--- src/pkg/gso_pkg.sv ---
// Package of constants for the gate scan order and pin state block
`default_nettype none
package gso_pkg;
  // =========================================================
  // Register map (plain port, word index = address)
  localparam logic [3:0] ADDR_SCAN_CTRL   = 4'h0;
  localparam logic [3:0] ADDR_OSC_ADJ     = 4'h1;
  localparam logic [3:0] ADDR_GAMMA_NEG   = 4'h2;
  localparam logic [3:0] ADDR_STATUS      = 4'h3;
  localparam logic [3:0] ADDR_SOFT_RESET  = 4'h4;
  localparam logic [3:0] ADDR_LINE_PERIOD = 4'h5;
  localparam logic [3:0] ADDR_PIN_CTRL    = 4'h6;
  // =========================================================
  // Field positions
  localparam int SCAN_REV_BIT   = 0;
  localparam int SCAN_ILACE_BIT = 1;
  localparam int SCAN_RUN_BIT   = 2;
  localparam int PIN_TE_BIT     = 0;
  localparam int PIN_VS_BIT     = 1;
  localparam int PIN_TEST_BIT   = 2;
  localparam int PIN_STBY_BIT   = 3;
  // =========================================================
  // Geometry and reset values
  localparam logic [8:0]  NUM_LINES        = 9'h140;
  localparam logic [8:0]  FIRST_LINE       = 9'h001;
  localparam logic [8:0]  LAST_ODD         = 9'h13f;
  localparam logic [8:0]  FIRST_EVEN       = 9'h002;
  localparam logic [3:0]  OSC_ADJ_RESET    = 4'h0;
  localparam logic [15:0] LINE_PERIOD_RST  = 16'h0010;
  localparam int          OSC_DEFAULT_KHZ  = 5500;
  localparam int          GAMMA_POINTS     = 6;
  // =========================================================
  // Bus widths
  localparam int DATA_W = 18;
  localparam int ADDR_W = 4;
endpackage : gso_pkg
`default_nettype wire

--- src/hw/gso_sync3.sv ---
// Three-stage input synchroniser with agreement check
`timescale 1ns/1ps
`default_nettype none
module gso_sync3 #(
  parameter int W = 1
) (
  input  wire logic         clk_in,
  input  wire logic         reset_in,
  input  wire logic [W-1:0] async_in,
  output logic      [W-1:0] sync_out
);
  logic [W-1:0] s1_ff;
  logic [W-1:0] s2_ff;
  logic [W-1:0] s3_ff;

  // Only s2 reads s1; a change counts once s2 and s3 agree
  always_ff @(posedge clk_in) begin
    if (reset_in) begin
      s1_ff    <= '0;
      s2_ff    <= '0;
      s3_ff    <= '0;
      sync_out <= '0;
    end else begin
      s1_ff <= async_in;
      s2_ff <= s1_ff;
      s3_ff <= s2_ff;
      for (int i = 0; i < W; i++) begin
        if (s2_ff[i] == s3_ff[i]) begin
          sync_out[i] <= s3_ff[i];
        end
      end
    end
  end
endmodule : gso_sync3
`default_nettype wire

--- src/hw/gso_scan_top.sv ---
// Gate scan order sequencer with oscillator select, gamma taps and pin states
// Functional notes
// Gate order is chosen by the pair interlace_select and reverse_direction.
// With both bits clear lines run 1 up to 320.
// With only reverse_direction set lines run 320 down to 1.
// With only interlace_select set odd lines 1..319 run, then even lines 2..320.
// With both set even lines 320..2 run, then odd lines 319..1.
// After any reset the tearing, vsync and test outputs are low.
// After any reset the data bus drivers are inactive.
// The data bus is released at the first clock edge that samples reset or a software reset; until that edge it keeps its last state.
// Host strobes, data, sync, pixel clock, enable and straps are sampled in every state; the synchronisers are held clear while reset_in is high.
// The oscillator frequency setting comes from the four-bit osc_freq_adjust field.
// Out of reset osc_freq_adjust holds its default code, giving 5.5 MHz.
// No sleep state exists in this mode; only standby reduces power.
// Each negative gamma point picks ladder tap 1..8 from codes 000..111 in order.
// The sequencer steps one line per line period and wraps to the order's first line each frame.
`timescale 1ns/1ps
`default_nettype none
module gso_scan_top (
  input  wire logic                      clk_in,
  input  wire logic                      reset_in,
  input  wire logic [gso_pkg::ADDR_W-1:0] addr_in,
  input  wire logic [31:0]               wdata_in,
  input  wire logic                      wr_in,
  input  wire logic                      rd_in,
  output logic      [31:0]               rdata_out,
  input  wire logic                      chip_select_n_in,
  input  wire logic                      cmd_data_select_in,
  input  wire logic                      write_strobe_n_in,
  input  wire logic                      read_strobe_n_in,
  input  wire logic [gso_pkg::DATA_W-1:0] host_data_bus_in,
  output logic      [gso_pkg::DATA_W-1:0] host_data_bus_out,
  output logic                           host_data_bus_oe_out,
  input  wire logic                      pixel_clock_in,
  input  wire logic                      enable_in,
  input  wire logic                      bus_style_strap_in,
  input  wire logic                      bus_width_strap2_in,
  input  wire logic                      extended_cmd_strap_in,
  output logic      [8:0]                gate_line_out,
  output logic                           gate_strobe_out,
  output logic                           frame_start_out,
  output logic      [3:0]                osc_freq_adjust_out,
  output logic      [17:0]               neg_gamma_tap_out,
  output logic                           tearing_effect_out,
  output logic                           vsync_out,
  output logic                           test_output_out,
  output logic                           standby_out
);
  // =========================================================
  // Types and helpers
  typedef enum logic [1:0] {GSO_SEQ_UP, GSO_SEQ_DOWN, GSO_ODD_EVEN_UP, GSO_EVEN_ODD_DOWN} gso_order_t;
  typedef enum logic [1:0] {GSO_IDLE, GSO_PASS1, GSO_PASS2} gso_state_t;

  // Ladder tap number 1..8 from a three-bit code, ascending
  function automatic logic [2:0] tap_of(input logic [2:0] code);
    tap_of = code;
  endfunction : tap_of

  function automatic gso_order_t order_of(input logic ilace, input logic rev);
    case ({ilace, rev})
      2'b00:   order_of = GSO_SEQ_UP;
      2'b01:   order_of = GSO_SEQ_DOWN;
      2'b10:   order_of = GSO_ODD_EVEN_UP;
      default: order_of = GSO_EVEN_ODD_DOWN;
    endcase
  endfunction : order_of

  function automatic logic [8:0] first_line_of(input gso_order_t ord);
    case (ord)
      GSO_SEQ_UP, GSO_ODD_EVEN_UP: first_line_of = gso_pkg::FIRST_LINE;
      default:                     first_line_of = gso_pkg::NUM_LINES;
    endcase
  endfunction : first_line_of

  // =========================================================
  // Pin synchronisers
  logic [7:0] pins_sync;
  logic [gso_pkg::DATA_W-1:0] data_sync;

  // Active-low strobes enter inverted so the reset value reads as idle
  gso_sync3 #(.W(8)) u_sync_ctl (
    .clk_in   (clk_in),
    .reset_in (reset_in),
    .async_in ({~chip_select_n_in, cmd_data_select_in, ~write_strobe_n_in, ~read_strobe_n_in,
                pixel_clock_in, enable_in, bus_style_strap_in,
                bus_width_strap2_in ^ extended_cmd_strap_in}),
    .sync_out (pins_sync)
  );

  gso_sync3 #(.W(gso_pkg::DATA_W)) u_sync_data (
    .clk_in   (clk_in),
    .reset_in (reset_in),
    .async_in (host_data_bus_in),
    .sync_out (data_sync)
  );

  // =========================================================
  // Registers
  logic        rev_ff;
  logic        ilace_ff;
  logic        run_ff;
  logic [3:0]  osc_adj_ff;
  logic [17:0] gamma_ff;
  logic [15:0] period_ff;
  logic        te_en_ff;
  logic        vs_en_ff;
  logic        test_en_ff;
  logic        stby_ff;
  logic        soft_rst_ff;
  logic        any_rst;

  assign any_rst = reset_in | soft_rst_ff;

  // Soft reset lasts one cycle after the write
  always_ff @(posedge clk_in) begin
    if (reset_in) begin
      soft_rst_ff <= 1'b0;
    end else begin
      soft_rst_ff <= wr_in && (addr_in == gso_pkg::ADDR_SOFT_RESET) && wdata_in[0];
    end
  end

  always_ff @(posedge clk_in) begin
    if (any_rst) begin
      rev_ff     <= 1'b0;
      ilace_ff   <= 1'b0;
      run_ff     <= 1'b0;
      osc_adj_ff <= gso_pkg::OSC_ADJ_RESET;
      gamma_ff   <= '0;
      period_ff  <= gso_pkg::LINE_PERIOD_RST;
      te_en_ff   <= 1'b0;
      vs_en_ff   <= 1'b0;
      test_en_ff <= 1'b0;
      stby_ff    <= 1'b0;
    end else if (wr_in) begin
      case (addr_in)
        gso_pkg::ADDR_SCAN_CTRL: begin
          rev_ff   <= wdata_in[gso_pkg::SCAN_REV_BIT];
          ilace_ff <= wdata_in[gso_pkg::SCAN_ILACE_BIT];
          run_ff   <= wdata_in[gso_pkg::SCAN_RUN_BIT];
        end
        gso_pkg::ADDR_OSC_ADJ:     osc_adj_ff <= wdata_in[3:0];
        gso_pkg::ADDR_GAMMA_NEG:   gamma_ff   <= wdata_in[17:0];
        gso_pkg::ADDR_LINE_PERIOD: period_ff  <= (wdata_in[15:0] == 16'h0000) ? 16'h0001 : wdata_in[15:0];
        gso_pkg::ADDR_PIN_CTRL: begin
          te_en_ff   <= wdata_in[gso_pkg::PIN_TE_BIT];
          vs_en_ff   <= wdata_in[gso_pkg::PIN_VS_BIT];
          test_en_ff <= wdata_in[gso_pkg::PIN_TEST_BIT];
          stby_ff    <= wdata_in[gso_pkg::PIN_STBY_BIT];
        end
        default: ;
      endcase
    end
  end

  // =========================================================
  // Scan sequencer
  gso_state_t  state_ff;
  gso_order_t  order_ff;
  logic [8:0]  line_ff;
  logic [15:0] tick_ff;
  logic        step;

  assign step = (tick_ff == period_ff - 16'h0001);

  // Line period divider gives a one-cycle enable
  always_ff @(posedge clk_in) begin
    if (any_rst || !run_ff || stby_ff || step) begin
      tick_ff <= '0;
    end else begin
      tick_ff <= tick_ff + 16'h0001;
    end
  end

  always_ff @(posedge clk_in) begin
    if (any_rst) begin
      state_ff <= GSO_IDLE;
      order_ff <= GSO_SEQ_UP;
      line_ff  <= gso_pkg::FIRST_LINE;
      frame_start_out <= 1'b0;
      gate_strobe_out <= 1'b0;
    end else begin
      frame_start_out <= 1'b0;
      gate_strobe_out <= 1'b0;
      case (state_ff)
        GSO_IDLE: begin
          if (run_ff && !stby_ff && step) begin
            // Order is latched on leaving idle and at the sequential-up wrap, so a mid-frame write cannot tear it
            order_ff <= order_of(ilace_ff, rev_ff);
            state_ff <= GSO_PASS1;
            frame_start_out <= 1'b1;
            gate_strobe_out <= 1'b1;
            line_ff  <= first_line_of(order_of(ilace_ff, rev_ff));
          end
        end
        GSO_PASS1, GSO_PASS2: begin
          if (!run_ff || stby_ff) begin
            state_ff <= GSO_IDLE;
          end else if (step) begin
            gate_strobe_out <= 1'b1;
            case (order_ff)
              GSO_SEQ_UP: begin
                if (line_ff == gso_pkg::NUM_LINES) begin
                  // A changed order starts on its own first line
                  line_ff <= first_line_of(order_of(ilace_ff, rev_ff));
                  frame_start_out <= 1'b1;
                  order_ff <= order_of(ilace_ff, rev_ff);
                end else begin
                  line_ff <= line_ff + 9'h001;
                end
              end
              GSO_SEQ_DOWN: begin
                if (line_ff == gso_pkg::FIRST_LINE) begin
                  line_ff <= gso_pkg::NUM_LINES;
                  frame_start_out <= 1'b1;
                end else begin
                  line_ff <= line_ff - 9'h001;
                end
              end
              GSO_ODD_EVEN_UP: begin
                if (line_ff == gso_pkg::LAST_ODD) begin
                  line_ff  <= gso_pkg::FIRST_EVEN;
                  state_ff <= GSO_PASS2;
                end else if (line_ff == gso_pkg::NUM_LINES) begin
                  line_ff  <= gso_pkg::FIRST_LINE;
                  state_ff <= GSO_PASS1;
                  frame_start_out <= 1'b1;
                end else begin
                  line_ff <= line_ff + 9'h002;
                end
              end
              default: begin
                if (line_ff == gso_pkg::FIRST_EVEN) begin
                  line_ff  <= gso_pkg::LAST_ODD;
                  state_ff <= GSO_PASS2;
                end else if (line_ff == gso_pkg::FIRST_LINE) begin
                  line_ff  <= gso_pkg::NUM_LINES;
                  state_ff <= GSO_PASS1;
                  frame_start_out <= 1'b1;
                end else begin
                  line_ff <= line_ff - 9'h002;
                end
              end
            endcase
          end
        end
        default: state_ff <= GSO_IDLE;
      endcase
    end
  end

  // Line number trails its strobe by one cycle
  always_ff @(posedge clk_in) begin
    gate_line_out <= line_ff;
  end

  // =========================================================
  // Pin outputs
  always_ff @(posedge clk_in) begin
    if (any_rst) begin
      tearing_effect_out   <= 1'b0;
      vsync_out            <= 1'b0;
      test_output_out      <= 1'b0;
      host_data_bus_oe_out <= 1'b0;
      host_data_bus_out    <= '0;
      osc_freq_adjust_out  <= gso_pkg::OSC_ADJ_RESET;
      neg_gamma_tap_out    <= '0;
      standby_out          <= 1'b0;
    end else begin
      tearing_effect_out   <= te_en_ff && frame_start_out;
      vsync_out            <= vs_en_ff && frame_start_out;
      test_output_out      <= test_en_ff && gate_strobe_out;
      // Drive the data bus only for a selected host read strobe
      host_data_bus_oe_out <= pins_sync[7] && pins_sync[4];
      host_data_bus_out    <= {9'h000, line_ff};
      osc_freq_adjust_out  <= osc_adj_ff;
      for (int p = 0; p < gso_pkg::GAMMA_POINTS; p++) begin
        neg_gamma_tap_out[p*3 +: 3] <= tap_of(gamma_ff[p*3 +: 3]);
      end
      standby_out          <= stby_ff;
    end
  end

  // =========================================================
  // Read port
  always_ff @(posedge clk_in) begin
    if (reset_in) begin
      rdata_out <= '0;
    end else if (rd_in) begin
      case (addr_in)
        gso_pkg::ADDR_SCAN_CTRL:   rdata_out <= {29'h0, run_ff, ilace_ff, rev_ff};
        gso_pkg::ADDR_OSC_ADJ:     rdata_out <= {28'h0, osc_adj_ff};
        gso_pkg::ADDR_GAMMA_NEG:   rdata_out <= {14'h0, gamma_ff};
        gso_pkg::ADDR_STATUS:      rdata_out <= {12'h0, data_sync[0], pins_sync, state_ff, line_ff};
        gso_pkg::ADDR_LINE_PERIOD: rdata_out <= {16'h0, period_ff};
        gso_pkg::ADDR_PIN_CTRL:    rdata_out <= {28'h0, stby_ff, test_en_ff, vs_en_ff, te_en_ff};
        default:                   rdata_out <= '0;
      endcase
    end else begin
      rdata_out <= '0;
    end
  end

  // =========================================================
  // Checks
  a_reset_pins_low: assert property (@(posedge clk_in) $past(any_rst) |->
    !tearing_effect_out && !vsync_out && !test_output_out) else $error("pins not low after reset");
  a_bus_released: assert property (@(posedge clk_in) $past(any_rst) |-> !host_data_bus_oe_out)
    else $error("data bus driven after reset");
  a_osc_default: assert property (@(posedge clk_in) $past(reset_in) |-> osc_adj_ff == gso_pkg::OSC_ADJ_RESET)
    else $error("oscillator code not default");
  a_osc_follow: assert property (@(posedge clk_in) disable iff (any_rst)
    $past(wr_in && addr_in == gso_pkg::ADDR_OSC_ADJ) |=> osc_freq_adjust_out == $past(wdata_in[3:0], 2))
    else $error("oscillator code not applied");
  a_seq_up_step: assert property (@(posedge clk_in) disable iff (any_rst)
    state_ff == GSO_PASS1 && order_ff == GSO_SEQ_UP && step && run_ff && !stby_ff
    && line_ff != gso_pkg::NUM_LINES |=> line_ff == $past(line_ff) + 9'h001)
    else $error("sequential step wrong");
  a_seq_down_step: assert property (@(posedge clk_in) disable iff (any_rst)
    order_ff == GSO_SEQ_DOWN && state_ff == GSO_PASS1 && step && run_ff && !stby_ff
    && line_ff != gso_pkg::FIRST_LINE |=> line_ff == $past(line_ff) - 9'h001)
    else $error("reverse step wrong");
  a_odd_to_even: assert property (@(posedge clk_in) disable iff (any_rst)
    order_ff == GSO_ODD_EVEN_UP && state_ff != GSO_IDLE && step && run_ff && !stby_ff
    && line_ff == gso_pkg::LAST_ODD |=> line_ff == gso_pkg::FIRST_EVEN && state_ff == GSO_PASS2)
    else $error("odd pass did not hand to even");
  a_even_to_odd: assert property (@(posedge clk_in) disable iff (any_rst)
    order_ff == GSO_EVEN_ODD_DOWN && state_ff != GSO_IDLE && step && run_ff && !stby_ff
    && line_ff == gso_pkg::FIRST_EVEN |=> line_ff == gso_pkg::LAST_ODD)
    else $error("even pass did not hand to odd");
  a_gamma_tap: assert property (@(posedge clk_in) disable iff (any_rst)
    $past(!any_rst) |-> neg_gamma_tap_out[2:0] == $past(gamma_ff[2:0]))
    else $error("gamma tap mismatch");
endmodule : gso_scan_top
`default_nettype wire

--- config.mk ---
export PLATFORM = sky130hd
export DESIGN_NAME = gso_scan_top
export DESIGN_NICKNAME = d
export VERILOG_FILES = /design/src/pkg/gso_pkg.sv /design/src/hw/gso_sync3.sv /design/src/hw/gso_scan_top.sv
export SDC_FILE = /design/constraint.sdc
export NUM_CORES = 1
export LEC_CHECK = 0
export BUFFER_PORTS_ARGS = -buffer_cell sky130_fd_sc_hd__buf_2
export CORE_ASPECT_RATIO = 0.6
export CORE_UTILIZATION = 55
export DETAILED_ROUTE_END_ITERATION = 8
export GPL_ROUTABILITY_DRIVEN = 1
export PLACE_DENSITY = 0.8
export REMOVE_ABC_BUFFERS = 1
export SETUP_SLACK_MARGIN = 0.4
export SLEW_MARGIN = 20
export SYNTH_ARGS = -nofsm -noshare
export SYNTH_HDL_FRONTEND = slang
export SYNTH_SLANG_ARGS = --single-unit
--- constraint.sdc ---
create_clock -name clk_in -period 5.91 [get_ports clk_in]
set_input_delay 0.2955 -clock clk_in [delete_from_list [all_inputs] [get_ports clk_in]]
set_output_delay 0.2955 -clock clk_in [all_outputs]
set_load 0.05 [all_outputs]
==> flow_metrics.env <==
export IMPL_cts_tree="built"
export IMPL_synth_avg_cell_area_um2=8.68
export IMPL_synth_top_family_by_area="simple AND/OR/NAND/NOR gates"
export IMPL_drtIter0Drc=835
export IMPL_slew_headroom_pct=24.1
export IMPL_crit_start="line_ff[3]$_SDFFE_PP0P_"
export IMPL_die_w_um=155
export IMPL_r2r_start="line_ff[3]$_SDFFE_PP0P_"
export IMPL_io_pins=155
export IMPL_cp_slowest_stage_delay_ns=1.04
export IMPL_fmax_ghz=0.255
export IMPL_globalplace_congestion=0.923
export IMPL_finalSetupTns_ns=0
export IMPL_muxShareOfSynthArea_pct=2.70
export IMPL_power_density_nw_per_um2=283
export IMPL_regArea_um2=3560
export IMPL_cpMaxStageDelayCell="nor4_1"
export IMPL_antenna_found_initial=0
export IMPL_drc=0
export IMPL_cts_setup_buffers=0
export IMPL_antenna_cells=0
export IMPL_clk_latency_ns=0.44
export IMPL_dieArea_um2=14600
export IMPL_rows=33
export IMPL_synth_warnings=0
export IMPL_drv_slew=0
export IMPL_dpl_instance_area_um2=8260
export IMPL_vdd_drop_max_v=0.000171
export IMPL_synth_flop_cell="dfxtp_1"
export IMPL_min_period_ns=3.92
export IMPL_p_leak_uw=0.00360
export IMPL_syn_area_um2=7750
export IMPL_synth_simple_gate_area_share_pct=23.3
export IMPL_cts_hold_buf=1
export IMPL_grt_pass1_vias=5947
export IMPL_cp_num_buf_inv=0
export IMPL_antenna_left=0
export IMPL_grt_max_degree=51
export IMPL_synthArstFlopShare_pct=0
export IMPL_utilization_pct=64.9
export IMPL_numPortBuffers=102
export IMPL_grt_first_pass_wirelength_um=31600
export IMPL_synth_fa_ha_area_share_pct=2.58
export IMPL_crit_chain="nor4_1 -> nand4_1 -> nand2_1 -> o211ai_1 -> nor3_1 -> a21oi_1 -> or4_1 -> a21oi_1"
export IMPL_end_kind="register"
export IMPL_clockBufferDepth=2
export IMPL_postSynthCellCount=893
export IMPL_yosys_register_bits=178
export IMPL_final_nets=1051
export IMPL_layout_commonest_cell="dfxtp_1"
export IMPL_crit_path_max_fanout=18
export IMPL_status="finished clean"
export IMPL_postRouteWirelength_um=20200
export IMPL_critPathRequiredTime_ns=6.27
export IMPL_rsz0062_at_grt="false"
export IMPL_cp_top_family="simple AND/OR/NAND/NOR gates"
export IMPL_yosys_area_top_type_share_pct=46.0
export IMPL_fin_crit_sh_pct=66.3
export IMPL_wire_per_inst_um=17.2
export IMPL_cts_sinks=178
export IMPL_worstSetupPathType="reg2reg"
export IMPL_maxCapViolations=0
export IMPL_worstPathArrival_ns=4.28
export IMPL_cts_resized=0
export IMPL_final_cell_mix="dfxtp_1 (178), nand2_1 (125), buf_2 (102), nor2_1 (80), a21oi_1 (77)"
export IMPL_drive_gt1_share_pct=15.5
export IMPL_whs_ns=0.0109
export IMPL_grt_usage_pct=28.4
export IMPL_ys_types=65
export IMPL_power_total_uw=2510
export IMPL_yosysSeqAreaShare_pct=46.0
export IMPL_numCtsBuffers=17
export IMPL_n_fill_cell=1143
export IMPL_via_per_inst=5.80
export IMPL_skew_ns=0.0115
export IMPL_vias=6802
export IMPL_setup_viol=0
export IMPL_multi_input_area_um2=3860
export IMPL_firstDrtPassIters=5
export IMPL_hold_violations=0
export IMPL_path_common_cell="a21oi_1"
export IMPL_crit_path_start_kind="register"
export IMPL_synth_edf_count=0
export IMPL_overflow=0
export IMPL_die_y_um=94.0
export IMPL_syn_to_final_growth_pct=14.8
export IMPL_post_dp_hpwl_um=14000
export IMPL_fp_coreArea_um2=13700
export IMPL_worstMarginPinSlew_ns=1.13
export IMPL_synth_compound_area_share_pct=14.5
export IMPL_clkTransAtPathRegs_ns=0.07
export IMPL_synth_top_cell_by_area="dfxtp_1"
export IMPL_synthXorXnorAreaFrac_pct=5.42
export IMPL_cts_htree_levels=4
export IMPL_initial_core_util_pct=56.5
export IMPL_cts_root_buf="clkbuf_16"
export IMPL_fin_area_um2=8890
export IMPL_hold_class="in2reg"
export IMPL_synthTopCellsByArea="dfxtp_1 (46%), nand2_1 (6.1%), a21oi_1 (5.0%)"
export IMPL_min_from="read_strobe_n_in"
[registers in the layout, summed over array words and instances (netlist names), 2 cells and up]
register and count:
u_sync_ctl.s3_ff 8, period_ff 16, osc_adj_ff 4, order_ff 2, gamma_ff 18, host_data_bus_out 9
u_sync_ctl.sync_out 8, u_sync_ctl.s2_ff 8, tick_ff 16, rdata_out 20, gate_line_out 9, line_ff 9
osc_freq_adjust_out 4, neg_gamma_tap_out 18, u_sync_ctl.s1_ff 8, state_ff 2
[synth_stat cells, types with 7 or more instances]
library cell  number
nor2b_1           30
dfxtp_1          178
o211ai_1           7
ha_1              16
or4_1              8
xor2_1            19
mux2i_1           13
xnor2_1           29
clkbuf_1          44
a22oi_1           15
and2_1            33
nand3_1           21
inv_1             16
o21ai_0           25
and3_1            15
nor2_1            81
nor3_1            14
nand2_1          125
buf_4             21
nor4_1            11
a21oi_1           77
[area by class of cell]
type	count	share of cell area, %
Clock buffer	18	4.94
Clock inverter	14	2.05
Multi-Input combinational cell	649	43.5
Sequential cell	178	40.1
Tap cell	192	2.70
Inverter	16	0.675
Timing Repair Buffer	106	6.11
[report_power, final]
part	switching, uW	internal, uW	total, uW
clock	561	590	1150
combinational	103	36.7	140
sequential	10.1	1210	1220
[kinds of logic (layout without fill, tap and decap cells)]
| logic type | Yosys count | after routing |
|---|---|---|
| buffers and inverters | 86 | 154 |
| adder cells (fa/ha/maj) | 16 | 16 |
| other | 1 | 21 |
| XOR/XNOR | 48 | 48 |
| multiplexers | 17 | 17 |
| AO/OA/AOI/OAI | 179 | 179 |
| AND/OR/NAND/NOR | 368 | 368 |
| flip-flops | 178 | 178 |
[final timing paths]
kind                                                   endpoint  slack (ns)  cells past startpoint
worst max-delay path                   state_ff[0]$_SDFFE_PP0P_        1.99                      8
worst min-delay path             u_sync_ctl.s1_ff[4]$_SDFF_PP0_        0.01                      2
worst max register to register         state_ff[0]$_SDFFE_PP0P_        1.99                      8
worst min register to register  u_sync_data.s2_ff[0]$_SDFF_PP0_        0.44                      1
[routing by layer]
layer	global-route usage, %	part of all wire [%]
met1	41.2	46
met2	40.7	40
met3	7.33	12
met4	9.48	1.6
met5	0	0
[through the flow]
stage | worst slack, ns | instances
floorplan | 3.01 | 843
global placement | 2.26 | 1140
detailed placement | 2.27 | 1140
CTS | 2.24 | 1173
global route | 1.79 | 1173
finish | 1.99 | 1173
(Power assumes the default switching activity.)
